<file path="src/rtl/usbs_defines.svh">
// Offsets, field positions, reset values and widths for the status word
// Contract
// - Writing one clears a writable flag
// - No per-transaction outcome reported here
// - Async status bit shows real schedule state
// - Async status may lag its enable
// - Periodic status shows state, may lag
// - Read-only empty detect bit, resets zero
// - Halted is zero while run/stop set
// - Halted set only after execution stops
// - All bits reset zero except halted
// - Doorbell sets advance flag on next advance
// - Bus parity or abort sets error flag
// - Bus error clears run/stop itself
// - Drain active transactions before halting
// - Frame index wrap sets rollover flag
// - Notify retire or short packet sets done
// - Transaction error sets error flag
`ifndef USBS_DEFINES_SVH
`define USBS_DEFINES_SVH

`define USBS_ADDR_W 8
`define USBS_STATUS_OFFSET 8'h24
`define USBS_STATUS_RESET 32'h0000_1000
`define USBS_ZERO_WORD 32'h0000_0000

`define USBS_BIT_ASYNC_RUN 15
`define USBS_BIT_PERIODIC_RUN 14
`define USBS_BIT_EMPTY 13
`define USBS_BIT_HALTED 12
`define USBS_BIT_ADVANCE 5
`define USBS_BIT_BUS_ERR 4
`define USBS_BIT_FRAME_WRAP 3
`define USBS_BIT_PORT_CHG 2
`define USBS_BIT_XFER_ERR 1
`define USBS_BIT_XFER_DONE 0

`define USBS_FLAG_W 6
`define USBS_FIDX_W 14
`define USBS_WRAP_BIT_1024 4'd13
`define USBS_WRAP_BIT_512 4'd12
`define USBS_WRAP_BIT_256 4'd11

`endif

</file>
<file path="src/rtl/usbs_pkg.sv">
// Types shared by the status word logic
`default_nettype none
package usbs_pkg;
   typedef enum logic [1:0]
   {
      USBS_HALTED = 2'h0,
      USBS_RUN = 2'h1,
      USBS_DRAIN = 2'h3
   } usbs_exec_type;

   typedef enum logic [1:0]
   {
      USBS_FLS_1024 = 2'h0,
      USBS_FLS_512 = 2'h1,
      USBS_FLS_256 = 2'h2,
      USBS_FLS_RSVD = 2'h3
   } usbs_fls_type;
endpackage : usbs_pkg
`default_nettype wire

</file>
<file path="src/rtl/usbs_sched_track.sv">
// Schedule status that follows its enable at schedule step boundaries
`default_nettype none
module usbs_sched_track
(
   input wire logic mclk,
   input wire logic rst_n,
   input wire logic enable,
   input wire logic running,
   input wire logic step,
   output logic status_r
);
   // Follow enable only at a step so a half-walked schedule is never abandoned; clear at once when not running
   always_ff @(posedge mclk or negedge rst_n)
   begin
      if (!rst_n)
         status_r <= 1'b0;
      else if (!running)
         status_r <= 1'b0;
      else if (step)
         status_r <= enable;
   end
endmodule : usbs_sched_track
`default_nettype wire

</file>
<file path="src/rtl/usbs_status_word.sv">
// Controller status word: flags, schedule status and halt tracking
`include "usbs_defines.svh"
`default_nettype none
module usbs_status_word
(
   input wire logic mclk,
   input wire logic rst_b,
   input wire logic [`USBS_ADDR_W-1:0] reg_addr,
   input wire logic reg_wr,
   input wire logic [31:0] reg_wdata,
   input wire logic reg_rd,
   output logic [31:0] reg_rdata,
   output logic reg_rvalid,
   input wire logic run_stop_ctrl,
   input wire logic async_sched_enable,
   input wire logic periodic_sched_enable,
   input wire logic async_advance_doorbell,
   input wire logic async_advanced,
   input wire logic sched_step,
   input wire logic async_empty_in,
   input wire logic pipeline_idle,
   input wire logic [1:0] frame_list_size,
   input wire logic [`USBS_FIDX_W-1:0] frame_index,
   input wire logic port_change_evt,
   input wire logic notify_on_finish_retire,
   input wire logic short_packet_evt,
   input wire logic xfer_error_evt,
   input wire logic pci_parity_err,
   input wire logic pci_master_abort,
   input wire logic pci_target_abort,
   output logic run_stop_clear,
   output logic async_sched_running,
   output logic periodic_sched_running,
   output logic async_empty_detect,
   output logic controller_halted,
   output logic [`USBS_FLAG_W-1:0] status_flags
);
   logic rst_s1_r;
   logic rst_n;
   usbs_pkg::usbs_exec_type exec_r;
   usbs_pkg::usbs_exec_type exec_nxt;
   logic [`USBS_FLAG_W-1:0] flags_r;
   logic [`USBS_FLAG_W-1:0] flags_nxt;
   logic [`USBS_FLAG_W-1:0] flag_set;
   logic [`USBS_FLAG_W-1:0] flag_clr;
   logic doorbell_pend_r;
   logic wrap_prev_r;
   logic wrap_now;
   logic bus_err;
   logic status_sel;
   logic [31:0] word;

   // Picks the frame index bit whose toggle marks a list wrap
   function automatic logic [3:0] usbs_wrap_pos(input logic [1:0] fls);
      logic [3:0] pos;
      pos = `USBS_WRAP_BIT_256;
      case (usbs_pkg::usbs_fls_type'(fls))
         usbs_pkg::USBS_FLS_1024: pos = `USBS_WRAP_BIT_1024;
         usbs_pkg::USBS_FLS_512: pos = `USBS_WRAP_BIT_512;
         default: pos = `USBS_WRAP_BIT_256;
      endcase
      return pos;
   endfunction : usbs_wrap_pos

   // Reset release through two flops
   always_ff @(posedge mclk or negedge rst_b)
   begin
      if (!rst_b)
      begin
         rst_s1_r <= 1'b0;
         rst_n <= 1'b0;
      end
      else
      begin
         rst_s1_r <= 1'b1;
         rst_n <= rst_s1_r;
      end
   end

   assign bus_err = pci_parity_err | pci_master_abort | pci_target_abort;
   assign wrap_now = frame_index[usbs_wrap_pos(frame_list_size)];
   assign status_sel = (reg_addr == `USBS_STATUS_OFFSET);

   // Execution state: run, drain the pipeline, then halt
   always_comb
   begin
      exec_nxt = exec_r;
      case (exec_r)
         usbs_pkg::USBS_HALTED:
            if (run_stop_ctrl)
               exec_nxt = usbs_pkg::USBS_RUN;
         usbs_pkg::USBS_RUN:
            if (!run_stop_ctrl)
               exec_nxt = usbs_pkg::USBS_DRAIN;
         usbs_pkg::USBS_DRAIN:
            if (run_stop_ctrl)
               exec_nxt = usbs_pkg::USBS_RUN;
            else if (pipeline_idle)
               exec_nxt = usbs_pkg::USBS_HALTED;
         default:
            exec_nxt = usbs_pkg::USBS_HALTED;
      endcase
   end

   always_ff @(posedge mclk or negedge rst_n)
   begin
      if (!rst_n)
         exec_r <= usbs_pkg::USBS_HALTED;
      else
         exec_r <= exec_nxt;
   end

   // Halted follows the state and drops the cycle after run/stop is set
   always_ff @(posedge mclk or negedge rst_n)
   begin
      if (!rst_n)
         controller_halted <= 1'b1;
      else
         controller_halted <= (exec_nxt == usbs_pkg::USBS_HALTED) && !run_stop_ctrl;
   end

   // Bus error forces run/stop low; command word owns the bit
   always_ff @(posedge mclk or negedge rst_n)
   begin
      if (!rst_n)
         run_stop_clear <= 1'b0;
      else
         run_stop_clear <= bus_err;
   end

   // Doorbell waits for the next advance of the async schedule
   always_ff @(posedge mclk or negedge rst_n)
   begin
      if (!rst_n)
         doorbell_pend_r <= 1'b0;
      else if (async_advance_doorbell)
         doorbell_pend_r <= 1'b1;
      else if (async_advanced)
         doorbell_pend_r <= 1'b0;
   end

   always_ff @(posedge mclk or negedge rst_n)
   begin
      if (!rst_n)
         wrap_prev_r <= 1'b0;
      else
         wrap_prev_r <= wrap_now;
   end

   // Event sources feeding the sticky flags
   always_comb
   begin
      flag_set = '0;
      flag_set[`USBS_BIT_XFER_DONE] = notify_on_finish_retire | short_packet_evt;
      flag_set[`USBS_BIT_XFER_ERR] = xfer_error_evt;
      flag_set[`USBS_BIT_PORT_CHG] = port_change_evt;
      flag_set[`USBS_BIT_FRAME_WRAP] = wrap_now ^ wrap_prev_r;
      flag_set[`USBS_BIT_BUS_ERR] = bus_err;
      flag_set[`USBS_BIT_ADVANCE] = doorbell_pend_r & async_advanced;
   end

   // Only ones in the low flag field clear; zeros and upper bits ignored
   assign flag_clr = (reg_wr && status_sel) ? reg_wdata[`USBS_FLAG_W-1:0] : '0;
   assign flags_nxt = (flags_r & ~flag_clr) | flag_set;

   always_ff @(posedge mclk or negedge rst_n)
   begin
      if (!rst_n)
         flags_r <= '0;
      else
         flags_r <= flags_nxt;
   end

   always_ff @(posedge mclk or negedge rst_n)
   begin
      if (!rst_n)
         status_flags <= '0;
      else
         status_flags <= flags_nxt;
   end

   usbs_sched_track u_async_track
   (
      .mclk(mclk),
      .rst_n(rst_n),
      .enable(async_sched_enable),
      .running(run_stop_ctrl),
      .step(sched_step),
      .status_r(async_sched_running)
   );

   usbs_sched_track u_periodic_track
   (
      .mclk(mclk),
      .rst_n(rst_n),
      .enable(periodic_sched_enable),
      .running(run_stop_ctrl),
      .step(sched_step),
      .status_r(periodic_sched_running)
   );

   // Empty detect is meaningful only while the async schedule runs
   always_ff @(posedge mclk or negedge rst_n)
   begin
      if (!rst_n)
         async_empty_detect <= 1'b0;
      else
         async_empty_detect <= async_empty_in & async_sched_running;
   end

   // Readback; reserved bits read zero, no transaction outcome bits exist
   always_comb
   begin
      word = `USBS_ZERO_WORD;
      word[`USBS_BIT_ASYNC_RUN] = async_sched_running;
      word[`USBS_BIT_PERIODIC_RUN] = periodic_sched_running;
      word[`USBS_BIT_EMPTY] = async_empty_detect;
      word[`USBS_BIT_HALTED] = controller_halted & ~run_stop_ctrl;
      word[`USBS_FLAG_W-1:0] = flags_r;
   end

   always_ff @(posedge mclk or negedge rst_n)
   begin
      if (!rst_n)
      begin
         reg_rdata <= `USBS_ZERO_WORD;
         reg_rvalid <= 1'b0;
      end
      else
      begin
         reg_rvalid <= reg_rd;
         if (reg_rd)
         begin
            if (status_sel)
               reg_rdata <= word;
            else
               reg_rdata <= `USBS_ZERO_WORD;
         end
      end
   end
endmodule : usbs_status_word
`default_nettype wire

</file>
<file path="config.mk">
export PLATFORM = sky130hd
export DESIGN_NAME = usbs_status_word
export DESIGN_NICKNAME = d
export VERILOG_FILES = /design/src/rtl/usbs_pkg.sv /design/src/rtl/usbs_sched_track.sv /design/src/rtl/usbs_status_word.sv
export VERILOG_INCLUDE_DIRS = /design/src /design/src/rtl
export SDC_FILE = /design/constraint.sdc
export NUM_CORES = 1
export LEC_CHECK = 0
export BUFFER_PORTS_ARGS = -buffer_cell sky130_fd_sc_hd__buf_2
export CORE_MARGIN = 8
export CORE_UTILIZATION = 39
export DETAILED_ROUTE_END_ITERATION = 16
export PLACE_DENSITY = 0.84
export SLEW_MARGIN = 30
export SYNTH_ARGS = -nofsm -noshare
export SYNTH_HDL_FRONTEND = slang
export SYNTH_HIERARCHICAL = 1
export SYNTH_SLANG_ARGS = --single-unit
export TNS_END_PERCENT = 100
</file>
<file path="constraint.sdc">
create_clock -name mclk -period 2.08 [get_ports mclk]
set_input_delay 0.208 -clock mclk [delete_from_list [all_inputs] [get_ports mclk]]
set_output_delay 0.208 -clock mclk [all_outputs]
set_load 0.01 [all_outputs]
</file>
* Yosys cells after proc, flatten, opt, wreduce, memory -nomap -nowiden
Index checks and enable logic that the tools add are counted.
Widths: inputs -> output; s select.
** Operators by class
- Mux-type cells :: 16
- Equal/unequal tests :: 5
- Bitwise gates (word level) :: 11
- Reductions and logical operators :: 7
- Magnitude comparators :: 1
** Operators with widths (count)
- $mux 16 :: 1
- $eq 8x6->1 const B :: 1
- $mux 2 :: 4
- $mux 1 :: 7
- $and 6x6->6 :: 1
- $logic_not 2->1 :: 3
- $mux 6 :: 1
- $not 6->6 :: 1
- $or 6x6->6 :: 1
- $pmux 2 s3 :: 1
- $pmux 3 s2 :: 1
- $lt 4x5->1 const B :: 1
- $bmux 1 s4 :: 1
- $eq 2x1->1 const B :: 2
- $and 1x1->1 :: 3
- $or 1x1->1 :: 3
- $eq 2x2->1 const B :: 1
- $logic_and 1x1->1 :: 2
- $ne 2x1->1 const B :: 1
- $reduce_bool 2->1 :: 1
- $logic_not 1->1 :: 1
- $not 1->1 :: 1
- $xor 1x1->1 :: 1
** Word-level totals
- Word-level logic and storage cells :: 53
- Output and inout port bits :: 44
- Register bits after elaboration :: 50
- Bits of input ports :: 75

* Longest topological paths before layout
Gate-level depths: netlist (run 1).
- Word-level depth :: 6
- Mapped depth :: 4
- Mapped depth without buffers :: 3

* Cells and area by module
Netlist (run 1), hierarchy kept.
** By module, submodules not included
- usbs_status_word :: sequential area each 651.9 um^2, times used 1, cells an instance 115, area each 1197.4 um^2
- usbs_sched_track :: sequential area each 25.0 um^2, times used 2, cells an instance 3, area each 41.3 um^2

* Least setup slack after synthesis (run 1)
OpenSTA, ideal clock, no wires.
- Path type :: input to register
- Start :: input reg_addr[7]
- End :: register status_flags[0]
- Data required time :: 1.956 ns
- Data arrival time :: 1.009 ns
- Path buffers :: 0
- Setup slack :: 0.947 ns
- Library setup time :: 0.124 ns
- Stages on the path :: 3
- Cell sequence :: nor4_4 -> nand4_1 -> a211o_1
** Between the ends
- Cells in the longest elaborated chain, start to end :: 6
** Ends and longest elaborated chain
- start, declared :: line usbs_status_word.sv:8 : input wire logic [`USBS_ADDR_W-1:0] reg_addr,
- $eq 8x6->1 (no line)
- $logic_and 1x1->1 :: line usbs_status_word.sv:163 : assign flag_clr = (reg_wr && status_sel) ? reg_wdata[`USBS_FLAG_W-1:0] : '0;
- $mux 6 :: line usbs_status_word.sv:163
- $not 6->6 :: line usbs_status_word.sv:164 : assign flags_nxt = (flags_r & ~flag_clr) | flag_set;
- $and 6x6->6 :: line usbs_status_word.sv:164
- $or 6x6->6 :: line usbs_status_word.sv:164
- via flags_nxt[0] :: line usbs_status_word.sv:43 : logic [`USBS_FLAG_W-1:0] flags_nxt;
- end signal, assigned :: line usbs_status_word.sv:179 : status_flags <= flags_nxt;
- end, declared :: line usbs_status_word.sv:36 : output logic [`USBS_FLAG_W-1:0] status_flags
The timed path passes the listed nets, and every way through them passes these cells.
A chain may end at the register's enable or synchronous reset.

* Worst setup path in the final report (run 1)
- Start :: register controller_halted
- End :: output controller_halted
** RTL lines
- start, declared :: line usbs_status_word.sv:35 : output logic controller_halted,
- start signal, assigned :: line usbs_status_word.sv:119 : controller_halted <= (exec_nxt == usbs_pkg::USBS_HALTED) && !run_stop_ctrl;
No word-level cell between the ends.

==> metrics.md, run 1 <==
| Metric | Value |
|---|---|
| Power density over the cells | `657 nW/µm²` |
| Fraction of registers with async set/reset | `100%` |
| Slew HR | `66.5%` |
| Post-DP HPWL | `2450 µm` |
| Vert. Die Dim | `73.3 µm` |
| Slowest-stage cell, CP | `dfstp_2` |
| Global-route wire length before repair | `4550 µm` |
| Sequential fraction of design power | `55.1%` |
| Detailed Route WL | `3010 µm` |
| Critical Path Max Stage Delay | `560 ps` |
| Setup TNS | `0 ps` |
| Hold Crit Class | `in -> reg` |
| CTS H-Tree Depth | `1` |
| DR vias/cell | `4.35` |
| Worst Skew | `1.37 ps` |
| Finish-stage setup viols | `0` |
| Die area | `5370 µm²` |
| GR Util All Layers | `11.0%` |
| Sw Share | `23.1%` |
| Antenna Nets Post-Route | `0` |
| Mean Syn Cell Area | `10.6 µm²` |
| Drt drc | `0` |
| CTS root buf | `clkbuf_4` |
| Post-synthesis cell count | `121` |
| Core ar. | `3230 µm²` |
| Initial Util | `39.6%` |
| GP Congestion | `0.702` |
| Reg clk slew, reported paths | `150 ps` |
| Initial antenna violation count | `0` |
| Maximum VDD drop | `0.000361 V` |
| Area occupied by multi-input gates | `430 µm²` |
| P_int | `0.814 mW` |
| Adder-cell share of the synthesized area | `0%` |
| Combinational family with the most area after synthesis | `buffers and inverters` |
| Crit Path Max Fanout | `2` |
| Post-synthesis sequential area ratio | `54.8%` |
| # IOs | `119` |
| Final min period | `1210 ps` |
| Pleak | `0.832 nW` |
| FF-to-FF path depth | `2` |
| Sw Pwr | `0.245 mW` |
| Final Net Count | `259` |
| Total grt overflow | `0` |
| Worst-Margin Slew | `503 ps` |
| Number of enable flip-flop cells after synthesis | `0` |
| Clock tree from TritonCTS | `built` |
| Compound-Gate Fraction of Synth Area | `11.8%` |
| XOR/XNOR share of the synthesized area | `0%` |
| Crit-path leading delay family | `flip-flops` |
| DRT Pass-1 Iters | `4` |
| Storage cell area | `702 µm²` |
| Post-synthesis simple-gate area fraction | `12.7%` |
| Layout cells sized above 1 | `37.2%` |
| WP buf/inv | `1` |
| Ranking of synthesized cells by area | `dfrtp_1, buf_4, o22ai_1` |
| Synth Flop Type | `dfrtp_1` |
| Share of the synthesized area in the top cell type | `52.8%` |
| Clock Latency Late Sink | `320 ps` |
| Fill count | `326` |
| Period utilization | `58.1%` |
| Clk buf depth | `2` |
| Post-CTS Setup Inserts | `0` |
| Achievable frequency | `827 MHz` |
| Final Hold Viols | `0` |
| Warnings, synthesis | `6` |
| Largest net degree at the start of global routing | `22` |
| Post-cts sizing count | `0` |
| Cts bufs inserted | `3` |
| Worst path arrival time | `1000 ps` |
| Synth area leader | `dfrtp_1` |
| Count leader, synth | `dfrtp_1` |
| Worst-path cell chain | `buf_2` |
| WL/cell | `13.1 µm` |
| RSZ-0062 raised after global routing | `no` |
| Multiplexer area fraction after synthesis | `2.35%` |
| Sink count of the clock tree | `28` |
| CP startpoint kind | `flop` |
| Hold Crit Depth | `2` |
| Status | `complete, no violations` |
| Vias in the first global route | `963` |
| Syn-to-layout area delta | `25.9%` |
| Logic pwr share | `11.5%` |
| Max-cap violations | `0` |
| Crit path capture type | `primary output` |
| Critical Path Stages | `1` |
| Setup CP Type | `reg -> out` |
| WP data required | `1870 ps` |
| Clock Power Share | `33.4%` |
| Core Rows | `21` |
| Fin. max-slew vios | `0` |
| Die width | `73.3 µm` |
| Placed instance area | `1550 µm²` |
| Vias | `997` |
| Ant diodes | `0` |
| FF+latch count, synth | `28` |
| Post-synth cell types | `26` |
| Port Buffer Count | `59` |
| DRT iter0 DRCs | `24` |
| Commonest cells in the netlist | `dfrtp_1, buf_4, inv_1, nand2_1, o22ai_1` |
| Final instance area | `1610 µm²` |
| Synth Cell Area | `1280 µm²` |
[metrics by stage]
step	util [%]	setup WS, ps	hold slack (ps)	total power, mW	std cells
floorplan	-	947	-87.6	0.684	142
global placement	47.9	743	-7.70	0.709	224
detailed placement	47.9	721	-5.28	0.714	224
CTS	49.9	850	26.9	1.08	229
global route	49.9	827	19.2	1.11	229
finish	49.9	871	42.2	1.06	229
[layout by cell type, fill, tap and decap left out]
cell type      synthesis  layout
a21o_1                 4       4
buf_4                 22       2
mux2i_1                3       3
nand2_1               12      12
clkbuf_4               0       3
nor4bb_1               1       1
and2_1                 1       1
nand4_1                6       6
o22ai_1               10      10
nand3b_1               1       1
conb_1                 2      23
dlygate4sd3_1          0       1
nor2b_1                3       3
dfstp_2                1       1
dfrtp_1               27      27
nor4_4                 1       1
inv_1                 13      13
nor2_1                 1       1
nand2_2                1       1
a211o_1                2       2
buf_2                  1      59
bufinv_16              0       1
o211a_1                1       1
o21ai_0                1       1
a21oi_1                2       2
or3_1                  1       1
a211oi_1               1       1
a22o_1                 1       1
[layer usage]
metal,vias to the layer above,track usage [%],share of wire [%]
li1,483,-,-
met1,473,11.5,37
met2,39,18.8,50
met3,2,5.59,13
met4,0,3.33,0.46
met5,-,0,0
[layout make-up]
class / count / share of cell area, %
clock inverter: 1 / 1.86
inverter: 13 / 3.03
timing repair buffer: 62 / 19.9
clock buffer: 3 / 1.40
sequential: 28 / 43.6
multi-input combinational: 76 / 26.7
tap: 46 / 3.57
[logic make-up (layout without fill, tap and decap cells)]
logic type	Yosys count	count (layout)
simple gates	28	28
other cells	2	23
buf+inv	38	79
compound gates	22	22
flops	28	28
mux	3	3
[worst paths after layout]
path / end / startpoint / slack [ps]
worst max-delay path: controller_halted / controller_halted$_DFF_PN1_ / 870
worst min-delay path: controller_halted$_DFF_PN1_ / run_stop_ctrl / 40
worst max register to register: status_flags[3]$_DFF_PN0_ / wrap_prev_r$_DFF_PN0_ / 1240
worst min register to register: reg_rdata[4]$_DFFE_PN0P_ / rst_n$_DFF_PN0_ / 210
max in group asynchronous: reg_rdata[0]$_DFFE_PN0P_ / rst_n$_DFF_PN0_ / 1290
min in group asynchronous: rst_s1_r$_DFF_PN0_ / rst_b / 160
[power by group through the flow]
stage / Combinational (mW) / Clock (mW) / Sequential (mW)
CTS: 0.122 / 0.369 / 0.584
global placement: 0.117 / 0 / 0.593
global route: 0.137 / 0.388 / 0.587
finish: 0.122 / 0.353 / 0.583
floorplan: 0.0848 / 0 / 0.599
detailed placement: 0.120 / 0 / 0.594
[registers in the layout, indices dropped and copies added (netlist names)]
register	flops
async_empty_detect	1
controller_halted	1
doorbell_pend_r	1
exec_r	2
reg_rdata	10
reg_rvalid	1
rst_n	1
rst_s1_r	1
run_stop_clear	1
status_flags	6
u_async_track/status_r	1
u_periodic_track/status_r	1
wrap_prev_r	1
[repair_timing]
action                                  CTS  global route
hold buffers                              1             0
hold endpoints to repair                  2             0
endpoints found under the setup margin    0             0
No activity file was read; power rests on OpenSTA's default activity.
==> inputs of run 2 (changes only) <==
--- a/config.mk
+++ b/config.mk
@@ -8,9 +8,9 @@
 export LEC_CHECK = 0
 export BUFFER_PORTS_ARGS = -buffer_cell sky130_fd_sc_hd__buf_2
 export CORE_MARGIN = 8
-export CORE_UTILIZATION = 39
+export CORE_UTILIZATION = 33
 export DETAILED_ROUTE_END_ITERATION = 16
-export PLACE_DENSITY = 0.84
+export PLACE_DENSITY = 0.76
 export SLEW_MARGIN = 30
 export SYNTH_ARGS = -nofsm -noshare
 export SYNTH_HDL_FRONTEND = slang
==> constraint.sdc (replaced) <==
create_clock -name mclk -period 1.07 [get_ports mclk]
set_input_delay 0.107 -clock mclk [delete_from_list [all_inputs] [get_ports mclk]]
set_output_delay 0.107 -clock mclk [all_outputs]
set_load 0.01 [all_outputs]
==> run 2 against run 1 <==
Compared with the run above:
- clock-buffer cell count grew 1
- sequential share of layout area shrank 1.8 points
- critical path depth is the same
- utilization shrank 4.3 points
- global-route usage shrank 1.4 points
- sequential power grew 94%
- largest cell class unchanged
- cell count grew 2.6%
- combinational power grew 120%
- clock skew is essentially flat
- flip-flop and latch count is the same
- critical endpoint unchanged
- critical path type unchanged
- die area grew 14%
==> metrics.md, run 2 (synthesis gave the netlist of run 1 again) <==
| Metric | Value |
|---|---|
| Clk buf depth | `2` |
| Setup CP Type | `reg -> out` |
| Port Buffer Count | `59` |
| Post-CTS Setup Inserts | `0` |
| Min-delay src | `xfer_error_evt` |
| Most frequent cells in the layout | `buf_2, dfrtp_1, conb_1, inv_1, nand2_1` |
| RSZ-0062 raised after global routing | `no` |
| Hold Crit Class | `in -> reg` |
| Die width | `78.3 µm` |
| P_int | `1.55 mW` |
| Final setup margin | `48.9 ps` |
| Core ar. | `3690 µm²` |
| GP Congestion | `0.674` |
| Clock Power Share | `31.1%` |
| Slowest-stage cell, CP | `dfstp_2` |
| Critical Path Max Stage Delay | `550 ps` |
| Layout cells sized above 1 | `38.0%` |
| Fin util | `45.6%` |
| Worst-path cell chain | `buf_6` |
| Crit path capture type | `primary output` |
| Vias in the first global route | `1086` |
| DR vias/cell | `4.29` |
| Sw Share | `23.4%` |
| Drt drc | `0` |
| CTS H-Tree Depth | `1` |
| Total chip power | `2.03 mW` |
| Post-DP HPWL | `2500 µm` |
| CP startpoint kind | `flop` |
| Total grt overflow | `0` |
| Ant diodes | `0` |
| # IOs | `119` |
| Period utilization | `95.4%` |
| FF-to-FF Start | `controller_halted$_DFF_PN1_` |
| Largest net degree at the start of global routing | `22` |
| Max-cap violations | `0` |
| Vert. Die Dim | `78.3 µm` |
| Sequential fraction of design power | `55.9%` |
| Biggest regs | `reg_rdata (10), status_flags (6), exec_r (2)` |
| Antenna Nets Post-Route | `0` |
| Largest reg by FF count | `reg_rdata` |
| Critical R2R Capture | `reg_rdata[12]$_DFFE_PN0P_` |
| Initial antenna violation count | `0` |
| Finish-stage setup viols | `0` |
| Final Hold Viols | `0` |
| Global-route wire length before repair | `4890 µm` |
| Syn-to-layout area delta | `31.3%` |
| Final Net Count | `263` |
| Place WS | `-126 ps` |
| Clock tree from TritonCTS | `built` |
| Hold Path Sink | `status_flags[1]$_DFF_PN0_` |
| Worst Skew | `1.06 ps` |
| Hold Crit Depth | `2` |
| WP buf/inv | `1` |
| Detailed Route WL | `3000 µm` |
| Initial Util | `34.7%` |
| Clock Latency Late Sink | `270 ps` |
| Logic pwr share | `13.0%` |
| Most common cell after layout, fill and taps aside | `buf_2` |
| DRT Pass-1 Iters | `4` |
| WL/cell | `12.8 µm` |
| Final min period | `1020 ps` |
| R2R setup slack | `260 ps` |
| Power density over the cells | `1210 nW/µm²` |
| Vias | `1008` |
| Crit Path Max Fanout | `2` |
| Worst path arrival time | `910 ps` |
| Maximum VDD drop | `0.000884 V` |
| Sink count of the clock tree | `28` |
| WP data required | `960 ps` |
| Achievable frequency | `979 MHz` |
| Crit-path leading delay family | `flip-flops` |
| GR Util All Layers | `9.62%` |
| Status | `complete, no violations` |
| Reg clk slew, reported paths | `90 ps` |
| Die area | `6130 µm²` |
| Setup TNS | `0 ps` |
| Fin. max-slew vios | `0` |
| Sw Pwr | `0.474 mW` |
| DRT iter0 DRCs | `36` |
| FF-to-FF path depth | `2` |
| Pleak | `0.861 nW` |
| Max reg flops | `10` |
| Core Rows | `22` |
| Cts bufs inserted | `3` |
| CTS root buf | `clkbuf_8` |
==> run 2: final cells by class <==
cell class / count / area [µm²]
fill: 373 / 2010
clock buffer: 4 / 55.1
multi-input combinational: 76 / 430
tap: 48 / 60.1
timing repair buffer: 66 / 384
inverter: 13 / 48.8
sequential: 28 / 702
==> run 2: how the worst max path moves through the flow <==
stage | from | to | slack (ps) | cells past startpoint
5_1_grt | controller_halted$_DFF_PN1_ | controller_halted | 10 | 1
2_1_floorplan | reg_addr[7] | status_flags[0]$_DFF_PN0_ | 40 | 3
4_1_cts | controller_halted$_DFF_PN1_ | controller_halted | 20 | 1
6_report | controller_halted$_DFF_PN1_ | controller_halted | 50 | 1
3_3_place_gp | reg_addr[3] | status_flags[3]$_DFF_PN0_ | -110 | 5
3_5_place_dp | reg_addr[7] | status_flags[5]$_DFF_PN0_ | -130 | 5
==> run 2: power groups by stage <==
stage	Sequential [mW]	Combinational [mW]	Clock [mW]
global placement	1.15	0.245	0
CTS	1.13	0.256	0.657
global route	1.14	0.298	0.705
detailed placement	1.15	0.253	0
floorplan	1.16	0.165	0
finish	1.13	0.264	0.631
==> run 2: stage by stage <==
step	hold slack, ps	std cells	area [µm²]
after floorplan	-189	142	1360
after global placement	-108	229	1600
after global routing	8.51	235	1680
after CTS	3.00	234	1660
final	7.85	235	1680
after detailed placement	-104	229	1600
==> run 2: worst reg2reg max path, cell delays in order, from the launching register on <==
cell and delay, ps:
dfstp_2 550, nand3b_1 70, o22ai_1 120
==> run 2: layer usage <==
metal / up-vias / wire [µm] / track usage, %
met4: 0 / 0 / 1.11
met1: 472 / 1180 / 10.0
met3: 0 / 363 / 5.58
li1: 493 / - / -
met2: 43 / 1460 / 16.8
met5: - / 0 / 0
==> run 2: repair_timing <==
item / CTS / global route
hold buffers: 1 / 1
endpoints found under the hold margin: 2 / 1
resized for setup: 0 / 1
endpoints found under the setup margin: 0 / 1
==> inputs of run 3 (changes only) <==
--- a/config.mk
+++ b/config.mk
@@ -8,9 +8,8 @@
 export LEC_CHECK = 0
 export BUFFER_PORTS_ARGS = -buffer_cell sky130_fd_sc_hd__buf_2
 export CORE_MARGIN = 8
-export CORE_UTILIZATION = 33
+export CORE_UTILIZATION = 25
 export DETAILED_ROUTE_END_ITERATION = 16
-export PLACE_DENSITY = 0.76
 export SLEW_MARGIN = 30
 export SYNTH_ARGS = -nofsm -noshare
 export SYNTH_HDL_FRONTEND = slang
==> run 3 against run 2 <==
Compared with the run above:
- non-clock buffer count increased by 1
- maximum frequency decreased by 0.27%
- via count decreased by 2.1%
- critical path depth unchanged
- flip-flop and latch count unchanged
- largest power group unchanged
- highest routed layer is now met4
- combinational power increased by 2%
- worst hold slack improved by 14 ps
==> metrics.md, run 3 (synthesis gave the netlist of run 1 again) <==
| Metric | Value |
|---|---|
| Worst-path cell chain | `buf_6` |
| Final Hold Viols | `0` |
| CTS H-Tree Depth | `1` |
| Vert. Die Dim | `87.6 µm` |
| Clock Latency Late Sink | `270 ps` |
| DRT Pass-1 Iters | `4` |
| WP data required | `960 ps` |
| Crit path capture type | `primary output` |
| Vias | `987` |
| Largest net degree at the start of global routing | `27` |
| Die width | `87.6 µm` |
| Ant diodes | `0` |
| Total grt overflow | `0` |
| CTS root buf | `clkbuf_8` |
| Worst path arrival time | `920 ps` |
| Most common cell after layout, fill and taps aside | `buf_2` |
| DR vias/cell | `3.83` |
| Fin util | `34.1%` |
| Largest reg by FF count | `reg_rdata` |
| Pleak | `0.862 nW` |
| Crit-path leading delay family | `flip-flops` |
| Setup CP Type | `reg -> out` |
| Critical Path Max Stage Delay | `550 ps` |
| Core ar. | `5010 µm²` |
| GP Congestion | `0.691` |
| Power density over the cells | `1200 nW/µm²` |
| Min-delay src | `notify_on_finish_retire` |
| Initial antenna violation count | `0` |
| Port Buffer Count | `59` |
| Fin. max-slew vios | `0` |
| Vias in the first global route | `1010` |
| Period utilization | `95.7%` |
| Global-route wire length before repair | `5060 µm` |
| DRT iter0 DRCs | `25` |
| Post-DP HPWL | `2570 µm` |
| Antenna Nets Post-Route | `0` |
| RSZ-0062 raised after global routing | `yes` |
| Max-cap violations | `0` |
| Layout cells sized above 1 | `37.2%` |
| Die area | `7670 µm²` |
| Syn-to-layout area delta | `33.4%` |
| Max reg flops | `10` |
| Initial Util | `25.5%` |
| Hold Crit Class | `in -> reg` |
| Post-CTS Setup Inserts | `0` |
| Clk buf depth | `2` |
| Status | `complete, no violations` |
| Sink count of the clock tree | `28` |
| Final Net Count | `264` |
| GR Util All Layers | `8.51%` |
| Slowest-stage cell, CP | `dfstp_2` |
| CP Launch Point | `controller_halted$_DFF_PN1_` |
| Finish-stage setup viols | `0` |
| Reg clk slew, reported paths | `100 ps` |
| Crit Path Max Fanout | `2` |
| Most frequent cells in the layout | `buf_2, dfrtp_1, conb_1, inv_1, nand2_1` |
| Final min period | `1020 ps` |
| Worst Skew | `2.98 ps` |
| Final Hold Slack | `21.6 ps` |
| Fill count | `553` |
| Biggest regs | `reg_rdata (10), status_flags (6), exec_r (2)` |
| Clock tree from TritonCTS | `built` |
| Cts bufs inserted | `3` |
| WL/cell | `12.6 µm` |
| Core Rows | `26` |
| CP startpoint kind | `flop` |
| Maximum VDD drop | `0.000804 V` |
| Drt drc | `0` |
| Achievable frequency | `977 MHz` |
| FF-to-FF Start | `controller_halted$_DFF_PN1_` |
| Detailed Route WL | `3240 µm` |
| WP buf/inv | `1` |
| # IOs | `119` |
-- run 3: final cells by class --
cell class | count | area, µm² | area share [%]
Multi-Input combinational cell | 76 | 430 | 25.2
Clock buffer | 4 | 55.1 | 3.22
Sequential cell | 28 | 702 | 41.1
Timing Repair Buffer | 67 | 384 | 22.5
Tap cell | 70 | 87.6 | 5.13
Inverter | 13 | 48.8 | 2.86
-- run 3: power by group --
| part | internal, mW | switching, mW |
|---|---|---|
| logic | 0.121 | 0.148 |
| registers | 1.10 | 0.0234 |
| clock network | 0.329 | 0.328 |
-- run 3: per-layer routing --
metal  vias up  global-route usage (%)  wire (µm)
met1       452                    9.67       1330
met4         0                    1.25         13
met3         2                    4.60        315
li1        496                       -          -
met2        37                    14.0       1590
met5         -                       0          0
-- run 3: metrics by stage --
stage          cell area (µm²)  worst slack, ps  total power, mW  TNS, ps  std cells
6_report                  1710             46.2             2.05        0        258
5_1_grt                   1710            -2.37             2.18    -2.37        258
4_1_cts                   1690             14.7             2.08        0        257
3_5_place_dp              1610             -158             1.40    -2060        250
3_3_place_gp              1610             -132             1.39    -1740        250
2_1_floorplan             1360             38.0             1.33        0        142
-- run 3: repair_timing --
action / in CTS / in global routing
hold buffers: 3 / 1
resized for setup: 0 / 1
endpoints found under the hold margin: 4 / 1
endpoints found under the setup margin: 0 / 1
-- run 3: path summary, 6_finish.rpt --
kind / endpoint / slack (ps) / cells after the start
worst max-delay path: controller_halted / 50 / 1
worst min-delay path: status_flags[0]$_DFF_PN0_ / 20 / 2
worst max register to register: reg_rdata[12]$_DFFE_PN0P_ / 250 / 2
worst min register to register: run_stop_clear$_DFF_PN0_ / 210 / 1
max in group asynchronous: controller_halted$_DFF_PN1_ / 630 / 1
min in group asynchronous: rst_s1_r$_DFF_PN0_ / 130 / 2
